`src/brs_pkg.sv`:
```
package brs_pkg;
   // pclk is 10 MHz
   localparam int unsigned CLK_PERIOD_NS    = 100;
   // power-on reset hold, in milliseconds (~2.5 s)
   localparam int unsigned POR_HOLD_MS      = 2500;
   localparam int unsigned POR_HOLD_CYC     = (POR_HOLD_MS * 1000000) / CLK_PERIOD_NS;
   localparam int unsigned HRST_EXT_CYC     = 512;
   localparam int unsigned HRST_WAIT_CYC    = 16;
   localparam int unsigned SRST_EXT_CYC     = 512;
   localparam int unsigned CFG_BYTES        = 64;
   localparam int unsigned CFG_ADDR_STEP    = 8;
   // register map (byte addresses)
   localparam logic [11:0] REG_CTRL         = 12'h000;
   localparam logic [11:0] REG_STATUS       = 12'h004;
   localparam logic [11:0] REG_CFG_WORD     = 12'h008;
   localparam logic [11:0] REG_CLOCK        = 12'h00C;
   localparam logic [11:0] REG_BOOT_DATA    = 12'h010;
   // control fields
   localparam int unsigned CTRL_CHECKSTOP_RESET_ENABLE_BIT    = 0;
   localparam int unsigned CTRL_SW_POR_BIT  = 1;
   localparam int unsigned CTRL_BMON_EN_BIT = 2;
   localparam int unsigned CTRL_WDOG_EN_BIT = 3;
   localparam logic [3:0]  CTRL_RESET       = 4'h0;
   localparam logic [31:0] DEFAULT_CFG_WORD = 32'h0000_0000;
   localparam logic [31:0] RD_ZERO          = 32'h0000_0000;
endpackage

```
`src/brs_top.sv`:
```
`timescale 1ns/1ps
`default_nettype none
module brs_top #(
   parameter int unsigned POR_CYC = brs_pkg::POR_HOLD_CYC
) (
   // clock and reset
   input  wire logic        pclk,
   input  wire logic        presetn,
   // apb slave
   input  wire logic        psel,
   input  wire logic        penable,
   input  wire logic        pwrite,
   input  wire logic [11:0] paddr,
   input  wire logic [31:0] pwdata,
   output logic [31:0]      prdata,
   output logic             pready,
   output logic             pslverr,
   // pins from the board
   input  wire logic        supply_ok,
   input  wire logic        por_button_n,
   input  wire logic        soft_reset_button_n,
   input  wire logic        abort_button_n,
   input  wire logic [2:0]  clock_mode_select,
   input  wire logic [3:0]  high_clock_mode_bits,
   input  wire logic        pci_clock_halve_select,
   input  wire logic        config_master_select_n,
   input  wire logic        scan_hard_reset_line_n_force,
   // internal reset sources
   input  wire logic        pll_core_unlock,
   input  wire logic        pll_comm_unlock,
   input  wire logic        checkstop,
   input  wire logic        bus_cycle_timeout,
   input  wire logic        watchdog_expired,
   // open-drain reset lines
   input  wire logic        hard_reset_line_in,
   output logic             hard_reset_line_oe,
   output logic             soft_reset_line_oe,
   input  wire logic        soft_reset_line_in,
   // outputs to the processor
   output logic             power_on_reset_n,
   output logic             internal_reset_n,
   output logic             refresh_reset_n,
   output logic             reset_vector_go,
   output logic [2:0]       clock_mode_ff,
   output logic [3:0]       upper_clock_mode_field,
   output logic             pci_halve_ff,
   // boot device byte reads
   output logic             boot_rd,
   output logic [8:0]       boot_addr,
   input  wire logic [7:0]  boot_data,
   input  wire logic        boot_ack
);
   typedef enum logic [2:0] {BRS_POR, BRS_HEXT, BRS_HWAIT, BRS_HCHK, BRS_CFG, BRS_SEXT, BRS_RUN} brs_state_t;
   brs_state_t state_ff, nxt_state;

   // three-stage synchronisers, change counts when stages 2 and 3 agree
   localparam int NSYNC = 9;
   logic [NSYNC-1:0] raw_in;
   logic [NSYNC-1:0] s1_ff, s2_ff, s3_ff, clean_ff;
   assign raw_in = {supply_ok, por_button_n, soft_reset_button_n, abort_button_n, config_master_select_n,
                    hard_reset_line_in, scan_hard_reset_line_n_force, pll_core_unlock, pll_comm_unlock};
   genvar gi;
   generate
      for (gi = 0; gi < NSYNC; gi++) begin : g_sync
         always_ff @(posedge pclk or negedge presetn) begin
            if (!presetn) begin
               s1_ff[gi]    <= 1'b0;
               s2_ff[gi]    <= 1'b0;
               s3_ff[gi]    <= 1'b0;
               clean_ff[gi] <= 1'b0;
            end else begin
               s1_ff[gi] <= raw_in[gi];
               s2_ff[gi] <= s1_ff[gi];
               s3_ff[gi] <= s2_ff[gi];
               if (s2_ff[gi] == s3_ff[gi]) begin
                  clean_ff[gi] <= s3_ff[gi];
               end
            end
         end
      end
   endgenerate
   wire supply_ok_s   = clean_ff[8];
   wire por_btn_n_s   = clean_ff[7];
   wire sbtn_n_s      = clean_ff[6];
   wire abtn_n_s      = clean_ff[5];
   wire cfg_master_s  = ~clean_ff[4];
   wire hline_low_s   = ~clean_ff[3];
   wire scan_force_s  = clean_ff[2];
   wire unlock_s      = clean_ff[1] | clean_ff[0];

   // register file
   logic [3:0]  ctrl_ff;
   logic [31:0] cfg_word_ff;
   logic        first_hard_reset_line_n_ff;
   logic        cfg_master_ff;
   wire wr_en   = psel & penable & pwrite;
   wire hit_ctl = (paddr == brs_pkg::REG_CTRL);
   wire hit_sts = (paddr == brs_pkg::REG_STATUS);
   wire hit_cfg = (paddr == brs_pkg::REG_CFG_WORD);
   wire hit_clk = (paddr == brs_pkg::REG_CLOCK);
   wire hit_any = hit_ctl | hit_sts | hit_cfg | hit_clk;
   wire checkstop_reset_enable    = ctrl_ff[brs_pkg::CTRL_CHECKSTOP_RESET_ENABLE_BIT];
   wire sw_por  = ctrl_ff[brs_pkg::CTRL_SW_POR_BIT];
   wire bmon_en = ctrl_ff[brs_pkg::CTRL_BMON_EN_BIT];
   wire wdog_en = ctrl_ff[brs_pkg::CTRL_WDOG_EN_BIT];
   wire [31:0] status_word = {25'h0, first_hard_reset_line_n_ff, cfg_master_ff, hline_low_s, 1'b0, state_ff};
   wire [31:0] clock_word  = {24'h0, pci_halve_ff, upper_clock_mode_field, clock_mode_ff};
   wire [31:0] rd_mux = hit_ctl ? {28'h0, ctrl_ff} :
                        hit_sts ? status_word :
                        hit_cfg ? cfg_word_ff :
                        hit_clk ? clock_word : brs_pkg::RD_ZERO;
   assign pready  = 1'b1;
   assign pslverr = psel & penable & ~hit_any;

   always_ff @(posedge pclk or negedge presetn) begin
      if (!presetn) begin
         prdata <= brs_pkg::RD_ZERO;
      end else if (psel & ~penable & ~pwrite) begin
         prdata <= rd_mux;
      end
   end

   // power-on request sources
   wire por_req = ~supply_ok_s | ~por_btn_n_s | sw_por;

   // hard-reset sources
   wire manual_hard = ~sbtn_n_s & ~abtn_n_s;
   wire int_hard    = unlock_s
                    | (checkstop & checkstop_reset_enable)
                    | (bus_cycle_timeout & bmon_en)
                    | (watchdog_expired & wdog_en)
                    | scan_force_s;
   // debug controller and board pull the line; seen here as line low
   wire hard_req    = int_hard | manual_hard | hline_low_s;

   // counters
   // one counter serves every timed phase (POR, HEXT, HWAIT, SEXT; CFG counts bytes in byte_ff), so it is sized for the longest one
   localparam int unsigned CSEQ = (brs_pkg::HRST_EXT_CYC > brs_pkg::SRST_EXT_CYC) ? brs_pkg::HRST_EXT_CYC
                                                                                  : brs_pkg::SRST_EXT_CYC;
   localparam int unsigned CMAX = (POR_CYC > CSEQ) ? POR_CYC : CSEQ;
   localparam int CW = $clog2(CMAX + 1);
   logic [CW-1:0] cnt_ff, nxt_cnt;
   logic [5:0]    byte_ff, nxt_byte;
   logic          rd_pend_ff;
   wire [CW-1:0] por_last  = CW'(POR_CYC - 1);
   wire [CW-1:0] hext_last = CW'(brs_pkg::HRST_EXT_CYC - 1);
   wire [CW-1:0] hwt_last  = CW'(brs_pkg::HRST_WAIT_CYC - 1);
   wire [CW-1:0] sext_last = CW'(brs_pkg::SRST_EXT_CYC - 1);
   wire boot_take = boot_ack & rd_pend_ff;
   wire cfg_done  = boot_take & (byte_ff == 6'(brs_pkg::CFG_BYTES - 1));
   wire cfg_take  = boot_take & (state_ff == BRS_CFG) & (byte_ff < 6'h04);

   always_comb begin
      nxt_state = state_ff;
      nxt_cnt   = cnt_ff + CW'(1);
      nxt_byte  = byte_ff;
      unique case (state_ff)
         BRS_POR: begin
            if (por_req) begin
               nxt_cnt = '0;
            end else if (cnt_ff == por_last) begin
               nxt_state = BRS_HEXT;
               nxt_cnt   = '0;
            end
         end
         BRS_HEXT: begin
            if (cnt_ff == hext_last) begin
               nxt_state = BRS_HWAIT;
               nxt_cnt   = '0;
            end
         end
         BRS_HWAIT: begin
            if (cnt_ff == hwt_last) begin
               nxt_state = BRS_HCHK;
            end
         end
         BRS_HCHK: begin
            nxt_cnt = '0;
            if (hline_low_s | int_hard | manual_hard) begin
               nxt_state = BRS_HEXT;
            end else if (cfg_master_ff) begin
               nxt_state = BRS_CFG;
               nxt_byte  = '0;
            end else begin
               nxt_state = BRS_SEXT;
            end
         end
         BRS_CFG: begin
            nxt_cnt = '0;
            if (boot_ack & rd_pend_ff) begin
               nxt_byte = byte_ff + 6'h01;
            end
            if (cfg_done) begin
               nxt_state = BRS_SEXT;
            end
         end
         BRS_SEXT: begin
            if (cnt_ff == sext_last) begin
               nxt_state = BRS_RUN;
            end
         end
         BRS_RUN: begin
            nxt_cnt = '0;
            if (hard_req) begin
               nxt_state = BRS_HEXT;
            end
         end
      endcase
      if (por_req && state_ff != BRS_POR) begin
         nxt_state = BRS_POR;
         nxt_cnt   = '0;
      end
   end

   always_ff @(posedge pclk or negedge presetn) begin
      if (!presetn) begin
         state_ff <= BRS_POR;
         cnt_ff   <= '0;
         byte_ff  <= '0;
      end else begin
         state_ff <= nxt_state;
         cnt_ff   <= nxt_cnt;
         byte_ff  <= nxt_byte;
      end
   end

   // boot reads: one byte per request, address stride of eight
   always_ff @(posedge pclk or negedge presetn) begin
      if (!presetn) begin
         rd_pend_ff <= 1'b0;
      end else begin
         rd_pend_ff <= (state_ff == BRS_CFG) & ~cfg_done;
      end
   end
   assign boot_rd   = rd_pend_ff;
   assign boot_addr = {byte_ff, 3'b000};

   // first word assembled msb first; later words are for absent chips
   wire in_hard   = (state_ff == BRS_HEXT) | (state_ff == BRS_HWAIT) | (state_ff == BRS_HCHK);
   wire por_end   = (state_ff == BRS_POR) & (nxt_state == BRS_HEXT);
   wire take_high = (state_ff == BRS_HWAIT) & (cnt_ff == hwt_last);
   wire cfg_start = (state_ff == BRS_HCHK) & (nxt_state != BRS_HEXT);
   // software power-on request clears itself once the sequencer sits in POR
   wire ctrl_clr  = in_hard | (state_ff == BRS_POR);

   always_ff @(posedge pclk or negedge presetn) begin
      if (!presetn) begin
         ctrl_ff                <= brs_pkg::CTRL_RESET;
         clock_mode_ff          <= 3'h0;
         upper_clock_mode_field <= 4'h0;
         pci_halve_ff           <= 1'b0;
         first_hard_reset_line_n_ff        <= 1'b0;
      end else begin
         if (wr_en & hit_ctl) begin
            ctrl_ff <= pwdata[3:0];
         end else if (ctrl_clr) begin
            ctrl_ff <= brs_pkg::CTRL_RESET;
         end
         if (por_end) begin
            clock_mode_ff   <= clock_mode_select;
            first_hard_reset_line_n_ff <= 1'b1;
         end
         if (take_high) begin
            if (first_hard_reset_line_n_ff) begin
               upper_clock_mode_field <= high_clock_mode_bits;
               pci_halve_ff           <= pci_clock_halve_select;
            end
            first_hard_reset_line_n_ff <= 1'b0;
         end
      end
   end

   // config word: default unless read from the boot device as master
   always_ff @(posedge pclk or negedge presetn) begin
      if (!presetn) begin
         cfg_word_ff <= brs_pkg::DEFAULT_CFG_WORD;
      end else if (cfg_start) begin
         cfg_word_ff <= brs_pkg::DEFAULT_CFG_WORD;
      end else if (cfg_take) begin
         cfg_word_ff <= {cfg_word_ff[23:0], boot_data};
      end
   end

   // latched at the rising edge of power-on reset, decides master role
   always_ff @(posedge pclk or negedge presetn) begin
      if (!presetn) begin
         cfg_master_ff <= 1'b0;
      end else if (por_end) begin
         cfg_master_ff <= cfg_master_s;
      end
   end

   // reset outputs
   always_ff @(posedge pclk or negedge presetn) begin
      if (!presetn) begin
         power_on_reset_n   <= 1'b0;
         hard_reset_line_oe <= 1'b0;
         soft_reset_line_oe <= 1'b0;
         internal_reset_n   <= 1'b0;
         refresh_reset_n    <= 1'b0;
         reset_vector_go    <= 1'b0;
      end else begin
         power_on_reset_n   <= (nxt_state != BRS_POR);
         hard_reset_line_oe <= (nxt_state == BRS_HEXT);
         soft_reset_line_oe <= (nxt_state == BRS_SEXT);
         internal_reset_n   <= (nxt_state == BRS_RUN);
         refresh_reset_n    <= ~((nxt_state == BRS_POR) | (nxt_state == BRS_HEXT));
         reset_vector_go    <= (state_ff == BRS_SEXT) & (nxt_state == BRS_RUN);
      end
   end

   wire unused_ok = soft_reset_line_in;
endmodule
`default_nettype wire

```
`config.mk`:
```
export PLATFORM = sky130hd
export DESIGN_NAME = brs_top
export DESIGN_NICKNAME = d
export VERILOG_FILES = /design/src/brs_pkg.sv /design/src/brs_top.sv
export SDC_FILE = /design/constraint.sdc
export NUM_CORES = 1
export LEC_CHECK = 0
export BUFFER_PORTS_ARGS = -buffer_cell sky130_fd_sc_hd__buf_2
export CELL_PAD_IN_SITES_DETAIL_PLACEMENT = 0
export CELL_PAD_IN_SITES_GLOBAL_PLACEMENT = 1
export CORE_MARGIN = 5
export CORE_UTILIZATION = 45
export CTS_CLUSTER_SIZE = 8
export DETAILED_ROUTE_END_ITERATION = 10
export PLACE_DENSITY = 0.92
export SETUP_SLACK_MARGIN = 0.05
export SLEW_MARGIN = 15
export SYNTH_ARGS = -nofsm -noshare
export SYNTH_HDL_FRONTEND = slang
export SYNTH_SLANG_ARGS = --single-unit
```
`constraint.sdc`:
```
create_clock -name pclk -period 7.05 [get_ports pclk]
set_clock_uncertainty 0.1 [all_clocks]
set_input_delay 1.41 -clock pclk [delete_from_list [all_inputs] [get_ports pclk]]
set_output_delay 1.41 -clock pclk [all_outputs]
set_load 0.005 [all_outputs]
```
==> impl_results.md, run 1 <==
* Worst Hold Depth at 0
* Layout cells sized above 1 at 23.2%
* RSZ-0062 raised after global routing: false
* Sequential share of the synthesized area at 61.3%
* Rows at 43
* Initial antenna violation count at 0
* Top cells by area, synth: dfrtp_1 61%, nand2_1 5.7%, a22o_1 3.5%, a21oi_1 3.2%, nor2_1 2.8%
* Util after Layout at 54.6%
* Slew @ Worst Pin at 1.15 ns
* Final TNS setup at 0 ns
* Worst path depth at 5
* DRC viols at 0
* Clock buffer depth at 2
* Maximum vdd drop at 179 uV
* PostCTS Resize Cnt at 0
* CP Cell Sequence: buf_2 > nor4_1 > nand3_1 > and3_1 > buf_2
* Crit-path max cell delay at 0.56 ns
* CP arrival at 2.90 ns
* Largest net degree at the start of global routing at 89
* # diodes at 0
* CP endpoint kind: output port
* Pwr per Cell Area at 251 mW/mm^2
* Final HPWL DP at 9.58 mm
* Most frequent cells in the layout: 155 x dfrtp_1, 102 x buf_2, 96 x nand2_1, 47 x nor2_1, 39 x a21oi_1
* CP dominant cell by count: buf_2
* EDFF count, synth at 0
* Simple-Gate Fraction of Synth Area at 16.3%
* Clock Sinks at 155
* Mux contribution to synthesized area at 3.17%
* Drt total wl at 13.9 mm
* Final Hold Vio Count at 0
* Top routing layer used: met4
* Top_reg_cell synth: dfrtp_1
* Cells on worst reg2reg path at 5
* Cell family with most CP delay: simple AND/OR/NAND/NOR gates
* Largest family of logic cells by synthesized area: simple AND/OR/NAND/NOR gates
* WL/cell at 16.1 um
* Overall routing resource usage at 17.5%
* Worst setup path class: input port to output port
* Non-Filler Instances at 862
* Post-Syn Instances at 575
* P_leak at 3.56 nW
* H-tree depth at 4
* Crit-path max FO at 8
* Worst path bufs/invs at 2
* Final Setup Violations at 0
* Via count at 4637
* Setup bufs post-CTS at 0
* Period utilization at 62.6%
* Nets@finish at 751
* IO Count at 137
* Post-synthesis compound-gate area fraction at 10.9%
* Core footprint at 0.0138 sq mm
* Fraction of registers with async set/reset at 100%
* Max-slew violations at 0
* Synth Cell Area at 0.00632 sq mm
* RD Place Congestion at 0.872
* Clk root buf: clkbuf_16
* Num CTS Buffers at 17
* Filler cell count at 1165
* Vias in the first global route at 4567
* Slowest cell on crit path: nor4_1
* Starting Density at 45.7%
* Buffers on Ports at 103
* GRT overflow at 0
* Total iterations of the first detailed-routing run at 6
* CTS clock-pin slew for the worst setup and hold paths at 0.05 ns
* CTS tree: built
* Synth unique cells at 51
* Top-area cell type share of the netlist area at 61.3%
* Minimum clock period at 4.41 ns
* Post-synth top area cell: dfrtp_1
* Leading cell type in the layout, fill and taps excluded: dfrtp_1
* DRT met1 WL at 6.04 mm
* Via density per instance at 5.38
* Critical path required time at 5.54 ns
* Outcome: completed
* Hold-fix buffers, CTS at 0
* Met2 WL at 6.88 mm
* YS warnings at 0
* Skew-Pair Late Insertion Delay at 0.42 ns
* Adder-Cell Fraction of Synth Area at 1.82%
* Max Cap Viol at 0
* Die extent in y at 129 um
* DIE AREA at 0.0165 sq mm
* Minimum hold slack at 0.247 ns
* First-iteration detailed-routing DRC count at 410
* Routed wl met3 at 751 um
* CP startpoint kind: input port
* First-pass GRT wire length at 22.9 mm
* Placed Cells at 831
* Syn-to-layout area delta at 19.5%
* Die width at 129 um
* Final ANT Viol Nets at 0
* Relative slew margins at 23.3%
* Xor/xnor share of the synthesized area at 3.32%
* Hold Crit Class: flip-flop to flip-flop
* Max frequency at 227 MHz
* #FFs+latches synth at 155
* Syn_area_per_cell at 11.0 sq um
[power by group]
group | switching (W) | total (W) | leakage (nW) | internal (W)
Combinational | 0.0000398 | 0.0000618 | 1.20 | 0.0000220
Sequential | 0.00000878 | 0.000914 | 2.07 | 0.000905
Clock | 0.000348 | 0.000922 | 0.290 | 0.000574
Total | 0.000396 | 0.00190 | 3.56 | 0.00150
[layout make-up]
type                    count  area (sq um)  area share [%]
flip-flops and latches    155          3880            51.3
multi-input cells         381          2270            30.1
repair buffers            106           544            7.20
clock buffers              21           460            6.09
well taps                 180           225            2.98
clock inverters            10           141            1.87
inverters                   9          33.8           0.447
[final timing paths]
path / start / endpoint / slack [ns]
min: s1_ff[7] / s2_ff[7] / 0.25
min reg2reg: s1_ff[7] / s2_ff[7] / 0.25
max: paddr[7] / pslverr / 2.64
max reg2reg: state_ff[2] / cfg_word_ff[31] / 3.87
min in group asynchronous: presetn / prdata[29] / 0.93
max in group asynchronous: presetn / cnt_ff[22] / 4.58
[Yosys cell counts, types with 2 or more instances]
| cell | n |
|---|---|
| a21oi_1 | 40 |
| a22o_1 | 25 |
| a22oi_1 | 4 |
| a31oi_1 | 2 |
| and3_1 | 11 |
| buf_2 | 4 |
| buf_4 | 4 |
| buf_6 | 2 |
| clkbuf_1 | 21 |
| conb_1 | 2 |
| dfrtp_1 | 155 |
| ha_1 | 2 |
| inv_1 | 9 |
| maj3_1 | 9 |
| mux2_2 | 10 |
| mux2i_1 | 2 |
| mux4_2 | 3 |
| nand2_1 | 96 |
| nand3_1 | 18 |
| nand4_1 | 11 |
| nor2_1 | 47 |
| nor2b_1 | 3 |
| nor3_1 | 8 |
| nor3b_1 | 3 |
| nor4_1 | 9 |
| o21ai_0 | 20 |
| o31ai_1 | 5 |
| or2_2 | 2 |
| or3_1 | 2 |
| or3b_2 | 2 |
| or4_4 | 2 |
| xnor2_1 | 11 |
| xor2_1 | 13 |
[worst reg2reg max path, cell delays in order, from the launching register on]
cell and delay, ns:
dfrtp_1 0.68, or3b_2 0.58, nor2_1 0.42, and2_1 0.98, nand2_1 0.17, a21oi_1 0.17
[routing by layer]
metal  GRT usage, %  vias to the layer above
met1           23.3                     2315
met3           4.28                       16
met4           6.30                        0
met5              0                        -
li1               -                     2190
met2           28.3                      116
[flip-flops by register name, indices dropped and copies added (netlist names), 3 cells and up]
name / flops
s3_ff: 9
cnt_ff: 25
cfg_word_ff: 32
state_ff: 3
ctrl_ff: 4
prdata: 32
s2_ff: 9
clock_mode_ff: 3
upper_clock_mode_field: 4
s1_ff: 9
clean_ff: 4
byte_ff: 6
[logic make-up (layout without fill, tap and decap cells)]
| group | Yosys count | in the layout |
|---|---|---|
| buf+inv | 41 | 146 |
| mux | 15 | 15 |
| xor+xnor | 24 | 24 |
| fa+ha+maj | 11 | 11 |
| simple gates | 222 | 222 |
| compound gates | 105 | 105 |
| flops | 155 | 155 |
| other cells | 2 | 4 |
[metrics by stage]
stage | power (W) | cell area, sq um | setup WS [ns]
2_1_floorplan | 0.000955 | 6330 | 3.16
3_3_place_gp | 0.000992 | 6950 | 2.72
3_5_place_dp | 0.000994 | 6950 | 2.65
4_1_cts | 0.00192 | 7550 | 2.65
5_1_grt | 0.00196 | 7550 | 2.43
6_report | 0.00190 | 7550 | 2.64
Note: power is estimated with default switching activity, not from simulation.
==> inputs of run 2 (changes only) <==
CORE_UTILIZATION = 42   (was 45)
PLACE_DENSITY = 0.87   (was 0.92)
clock period = 4.52 ns   (was 7.05 ns; I/O delays follow)
==> run 2 against run 1 <==
  * Combinational power grew 57%
  * Hold slack gained 0.0013 ns
  * First-iteration DRC count shrank 20%
  * Critical path depth is the same
  * Register-to-register slack lost 2.4 ns
  * Non-clock buffer count grew 1
  * Wire length shrank 1.5%
  * Setup slack lost 1.6 ns
==> impl_results.md, run 2 (synthesized netlist as in run 1, its figures left out) <==
* Routing usage on met3 at 4.82% (+0.55 points)
* GRT busiest layer: met2
* CP endpoint kind: output port
* FF-to-FF Start: state_ff[2]
* First-pass GRT wire length at 23.6 mm (+2.8%)
* Setup bufs post-CTS at 0 (unchanged)
* Largest regs: cfg_word_ff x32, prdata x32, cnt_ff x25
* Slew @ Worst Pin at 1.07 ns (-0.0826 ns)
* Outcome: completed
* Worst path bufs/invs at 2 (unchanged)
* Worst setup path class: input port to output port
* Slowest cell on crit path: nor4_1
* Overall routing resource usage at 16.3% (-1.2 points)
* Largest net degree at the start of global routing at 107 (+20%)
* PostCTS Resize Cnt at 0 (unchanged)
* Num CTS Buffers at 17 (unchanged)
* Pwr per Cell Area at 394 mW/mm^2 (+57%)
* GR Util met1 at 21.9% (-1.4 points)
* CP Cell Sequence: buf_2 > nor4_1 > nand3_1 > and3_1 > buf_2
* Area post-placement at 0.00697 sq mm (+0.18%)
* Crit-path max cell delay at 0.61 ns (+0.05 ns)
* Layout cells sized above 1 at 23.7% (+0.55 points)
* Minimum clock period at 3.47 ns
* WL/cell at 15.8 um (-2.1%)
* Total iterations of the first detailed-routing run at 5 (-1)
* Cell family with most CP delay: simple AND/OR/NAND/NOR gates
* Vias in the first global route at 4670 (+2.3%)
* Final HPWL DP at 9.62 mm (+0.40%)
* IO Count at 137 (unchanged)
* Hold-fix buffers, CTS at 0 (unchanged)
* Final ANT Viol Nets at 0 (unchanged)
* Period utilization at 76.8%
* Relative slew margins at 28.7% (+5.3 points)
* Via density per instance at 5.25 (-2.4%)
* Critical path required time at 3.52 ns (-2.02 ns)
* Util after Layout at 51.8% (-2.9 points)
* Clk root buf: clkbuf_16
* Buffers on Ports at 103 (unchanged)
* Crit-path max FO at 8 (unchanged)
* DIE AREA at 0.0176 sq mm (+6.6%)
* Final Hold Vio Count at 0 (unchanged)
* Maximum vdd drop at 243 uV (+36%)
* Leading cell type in the layout, fill and taps excluded: dfrtp_1
* Hold Crit Class: flip-flop to flip-flop
* Max frequency at 288 MHz
* CP startpoint: paddr[7]
* CP dominant cell by count: buf_2
* First-iteration detailed-routing DRC count at 329 (-20%)
* Initial antenna violation count at 0 (unchanged)
* Worst path depth at 5 (unchanged)
* Rows at 44 (+2.3%)
* Max-slew violations at 0 (unchanged)
* Syn-to-layout area delta at 19.9%
* CTS tree: built
* Via count at 4554 (-1.8%)
* P_leak at 3.56 nW (+0.19%)
* Final TNS setup at 0 ns (unchanged)
* Final Instance Area at 0.00758 sq mm (+0.33%)
* # diodes at 0 (unchanged)
* Met2 GRT Util at 25.6% (-2.7 points)
* H-tree depth at 4 (unchanged)
* Final Setup Violations at 0 (unchanged)
* Nets@finish at 752 (+0.13%)
* Filler cell count at 1295 (+11%)
* Drt total wl at 13.7 mm (-1.5%)
* Max Cap Viol at 0 (unchanged)
* Register-to-Register Setup Slack at 1.46 ns (-2.41 ns)
* FF-to-FF End: cfg_word_ff[16]
* RSZ-0062 raised after global routing: false
* Die width at 133 um (+3.2%)
* Starting Density at 43.2% (-2.6 points)
* Most frequent cells in the layout: 155 x dfrtp_1, 102 x buf_2, 96 x nand2_1, 47 x nor2_1, 39 x a21oi_1
* CP endpoint: pslverr
* Minimum hold slack at 0.248 ns (+0.00131 ns)
* CP arrival at 2.47 ns (-0.43 ns)
* CP startpoint kind: input port
* Cells on worst reg2reg path at 5 (unchanged)
* Clock Sinks at 155 (unchanged)
* Clock buffer depth at 2 (unchanged)
* RD Place Congestion at 0.875 (+0.34%)
* GRT overflow at 0 (unchanged)
* DRC viols at 0 (unchanged)
* Core footprint at 0.0146 sq mm (+5.9%)
* Skew-Pair Late Insertion Delay at 0.41 ns (about the same)
* Die extent in y at 133 um (+3.2%)
* CTS clock-pin slew for the worst setup and hold paths at 0.06 ns (about the same)
-- run 2: cell count changes in the layout (fill, tap and decap cells not counted) --
cell / delta
clkbuf_1: -2
inv_6: +3
clkbuf_8: -2
inv_8: +2
and2_2: +1
and2_1: -1
buf_4: +1
clkinvlp_4: +1
clkinv_2: -2
-- run 2: through the flow --
step | instances | worst slack (ns) | total power, W
after floorplan | 577 | 1.64 | 0.00149
after global placement | 836 | 1.14 | 0.00155
after detailed placement | 836 | 1.03 | 0.00155
after CTS | 867 | 1.05 | 0.00302
after global routing | 867 | 0.886 | 0.00310
final | 867 | 1.05 | 0.00299
-- run 2: worst min path at each step --
stage / startpoint / slack [ns] / depth (start not counted) / to
2_1_floorplan: s1_ff[0] / 0.23 / 0 / s2_ff[0]
3_3_place_gp: s1_ff[6] / 0.23 / 0 / s2_ff[6]
3_5_place_dp: s1_ff[1] / 0.24 / 0 / s2_ff[1]
4_1_cts: s1_ff[1] / 0.25 / 0 / s2_ff[1]
5_1_grt: s1_ff[2] / 0.26 / 0 / s2_ff[2]
6_report: s1_ff[1] / 0.25 / 0 / s2_ff[1]
-- run 2: cell type report --
class | count | area (sq um) | area share (%)
Timing Repair Buffer | 107 | 552 | 7.28
Tap cell | 184 | 230 | 3.04
Sequential cell | 155 | 3880 | 51.2
Clock inverter | 14 | 188 | 2.48
Clock buffer | 17 | 425 | 5.61
Inverter | 9 | 33.8 | 0.446
Multi-Input combinational cell | 381 | 2270 | 30.0
-- run 2: per-layer routing --
metal | part of all wire, % | routed length (um)
met1 | 45 | 6180
met2 | 47 | 6470
met3 | 5.9 | 808
met4 | 1.5 | 206
met5 | 0 | 0
-- run 2: where the power goes --
part           internal [W]  switching, W  total (W)
Sequential          0.00141     0.0000142    0.00143
Clock              0.000881      0.000583    0.00146
Combinational     0.0000349     0.0000620  0.0000969
==> inputs of run 3 (changes only) <==
CORE_UTILIZATION = 38   (was 42)
PLACE_DENSITY = 0.83   (was 0.87)
clock period = 2.9 ns   (was 4.52 ns; I/O delays follow)
==> run 3 against run 2 <==
  * Wire length rose by 8.1%
  * Non-clock buffer count is 14 higher
  * Critical path type is now flip-flop to flip-flop
  * First-iteration DRC count grew 3.3%
  * Setup slack worse by 0.71 ns
  * Via count rose by 3.6%
  * Highest routed layer unchanged
  * Critical path depth increased by 2
  * Largest cell class unchanged
  * Count of clock-buffer cells in the layout increased by 3
  * Sequential share of layout area down 0.78 points
==> impl_results.md, run 3 (synthesized netlist as in run 1, its figures left out) <==
* Worst path depth at 7 (+2)
* Tot Pwr at 0.00449 W (+50%)
* Relative slew margins at 52.6% (+24 points)
* Final Instance Area at 0.00770 sq mm (+1.6%)
* Non-Filler Instances at 918 (+5.9%)
* Via density per instance at 5.14 (-2.1%)
* Clk root buf: clkbuf_16
* GRT overflow at 0 (unchanged)
* Slowest cell on crit path: or4_4
* Largest net degree at the start of global routing at 65 (-39%)
* Outcome: completed
* Most frequent cells in the layout: 155 x dfrtp_1, 102 x buf_2, 96 x nand2_1, 47 x nor2_1, 39 x a21oi_1
* RSZ-0062 raised after global routing: false
* CP endpoint kind: flip-flop
* CP startpoint: cnt_ff[9]
* Final ANT Viol Nets at 0 (unchanged)
* Crit-path max FO at 25 (+17)
* GRT busiest layer: met2
* Worst setup path class: flip-flop to flip-flop
* Slew @ Worst Pin at 0.710 ns (-0.357 ns)
* CP arrival at 2.77 ns (+0.30 ns)
* Via count at 4720 (+3.6%)
* CTS tree: built
* Total iterations of the first detailed-routing run at 6 (+1)
* IO Count at 137 (unchanged)
* Critical path required time at 3.11 ns (-0.41 ns)
* Vias in the first global route at 4923 (+5.4%)
* DRC viols at 0 (unchanged)
* CP startpoint kind: flip-flop
* Setup bufs post-CTS at 0 (unchanged)
* Layout cells sized above 1 at 25.1% (+1.4 points)
* Core footprint at 0.0165 sq mm (+12%)
* First-iteration detailed-routing DRC count at 340 (+3.3%)
* Placed Cells at 886 (+6.0%)
* Overall routing resource usage at 15.9% (-0.43 points)
* Hold Crit Class: input port to async pin
* Nets@finish at 766 (+1.9%)
* Crit-path max cell delay at 0.53 ns (-0.08 ns)
* Hold-fix buffers, CTS at 0 (unchanged)
* Skew-Pair Late Insertion Delay at 0.42 ns (about the same)
* # diodes at 0 (unchanged)
* Num CTS Buffers at 17 (unchanged)
* Starting Density at 38.4% (-4.8 points)
* Cell family with most CP delay: simple AND/OR/NAND/NOR gates
* Clock Sinks at 155 (unchanged)
* Max Cap Viol at 0 (unchanged)
* Rows at 47 (+6.8%)
* Worst path bufs/invs at 1 (-1)
* Leading cell type in the layout, fill and taps excluded: dfrtp_1
* Final TNS setup at 0 ns (unchanged)
* Max-slew violations at 0 (unchanged)
* CP dominant cell by count: or4_4
* Area post-placement at 0.00713 sq mm (+2.3%)
* Drt total wl at 14.8 mm (+8.1%)
* Period utilization at 88.4%
* Minimum clock period at 2.56 ns
* PostCTS Resize Cnt at 0 (unchanged)
* RD Place Congestion at 0.808 (-7.7%)
* P_leak at 3.61 nW (+1.4%)
* GR Util met1 at 19.7% (-2.2 points)
* CP Cell Sequence: or2_0 > or4_4 > or4_4 > o211a_1 > a31oi_4 > buf_12 > nor2_1
* Maximum vdd drop at 409 uV (+68%)
* Routing usage on met3 at 4.48% (-0.34 points)
* Die extent in y at 139 um (+4.7%)
* FF-to-FF Start: cnt_ff[9]
* Cells on worst reg2reg path at 7 (+2)
* CTS clock-pin slew for the worst setup and hold paths at 0.06 ns (about the same)
* Filler cell count at 1562 (+21%)
* Max frequency at 390 MHz
* First-pass GRT wire length at 25.0 mm (+6.1%)
* DIE AREA at 0.0193 sq mm (+9.7%)
* Syn-to-layout area delta at 21.7%
* Initial antenna violation count at 0 (unchanged)
* Pwr per Cell Area at 584 mW/mm^2 (+48%)
* Clock buffer depth at 2 (unchanged)
* Final Hold Vio Count at 0 (unchanged)
* Buffers on Ports at 103 (unchanged)
* Met2 GRT Util at 27.0% (+1.4 points)
* WL/cell at 16.1 um (+2.1%)
* Die width at 139 um (+4.7%)
* H-tree depth at 4 (unchanged)
* Final HPWL DP at 10.6 mm (+10%)
* Largest regs: cfg_word_ff x32, prdata x32, cnt_ff x25
* Final Setup Violations at 0 (unchanged)
## run 3: area by class of cell
cell class / count / area (sq um) / share of cell area (%)
Sequential cell: 155 / 3880 / 50.4
Multi-Input combinational cell: 381 / 2270 / 29.5
Timing Repair Buffer: 121 / 669 / 8.70
Clock buffer: 20 / 457 / 5.93
Tap cell: 220 / 275 / 3.58
Clock inverter: 12 / 113 / 1.46
Inverter: 9 / 33.8 / 0.439
## run 3: power breakdown
group          switching, W  total, W  leakage, nW  internal (W)
Clock              0.000878   0.00211        0.266       0.00123
Combinational      0.000101  0.000164         1.28     0.0000629
Sequential        0.0000211   0.00222         2.07       0.00220
## run 3: path summary, 6_finish.rpt
| check | endpoint | slack [ns] |
|---|---|---|
| min in group pclk | s1_ff[3] | 0.16 |
| setup / recovery | cnt_ff[2] | 0.34 |
| max in group asynchronous | byte_ff[2] | 1.84 |
| hold reg to reg | s2_ff[6] | 0.25 |
| setup reg to reg | cnt_ff[2] | 0.34 |
| hold / removal | s1_ff[4] | 0.03 |
## run 3: routing by layer
layer  vias up  share of wire [%]  wire [um]
met5         -                  0          0
met4         0                1.1        167
met3        17                5.3        781
met2       118                 51       7550
met1      2365                 42       6270
li1       2220                  -          -
## run 3: stage by stage
step,hold WS (ns),worst slack [ns],utilization [%]
6_report,0.0317,0.335,46.7
5_1_grt,0.0681,0.255,46.7
4_1_cts,0.0500,0.345,46.7
3_5_place_dp,0.236,0.356,43.3
3_3_place_gp,0.232,0.397,43.3
2_1_floorplan,0.184,0.455,-
## run 3: worst reg2reg max path, delay by kind of cell, from the launching register on
| kind | cells | cell delay (ns) |
|---|---|---|
| AND/OR/NAND/NOR | 4 | 1.31 |
| flip-flops | 1 | 0.43 |
| AO/OA/AOI/OAI | 2 | 0.42 |
| buffers and inverters | 1 | 0.19 |
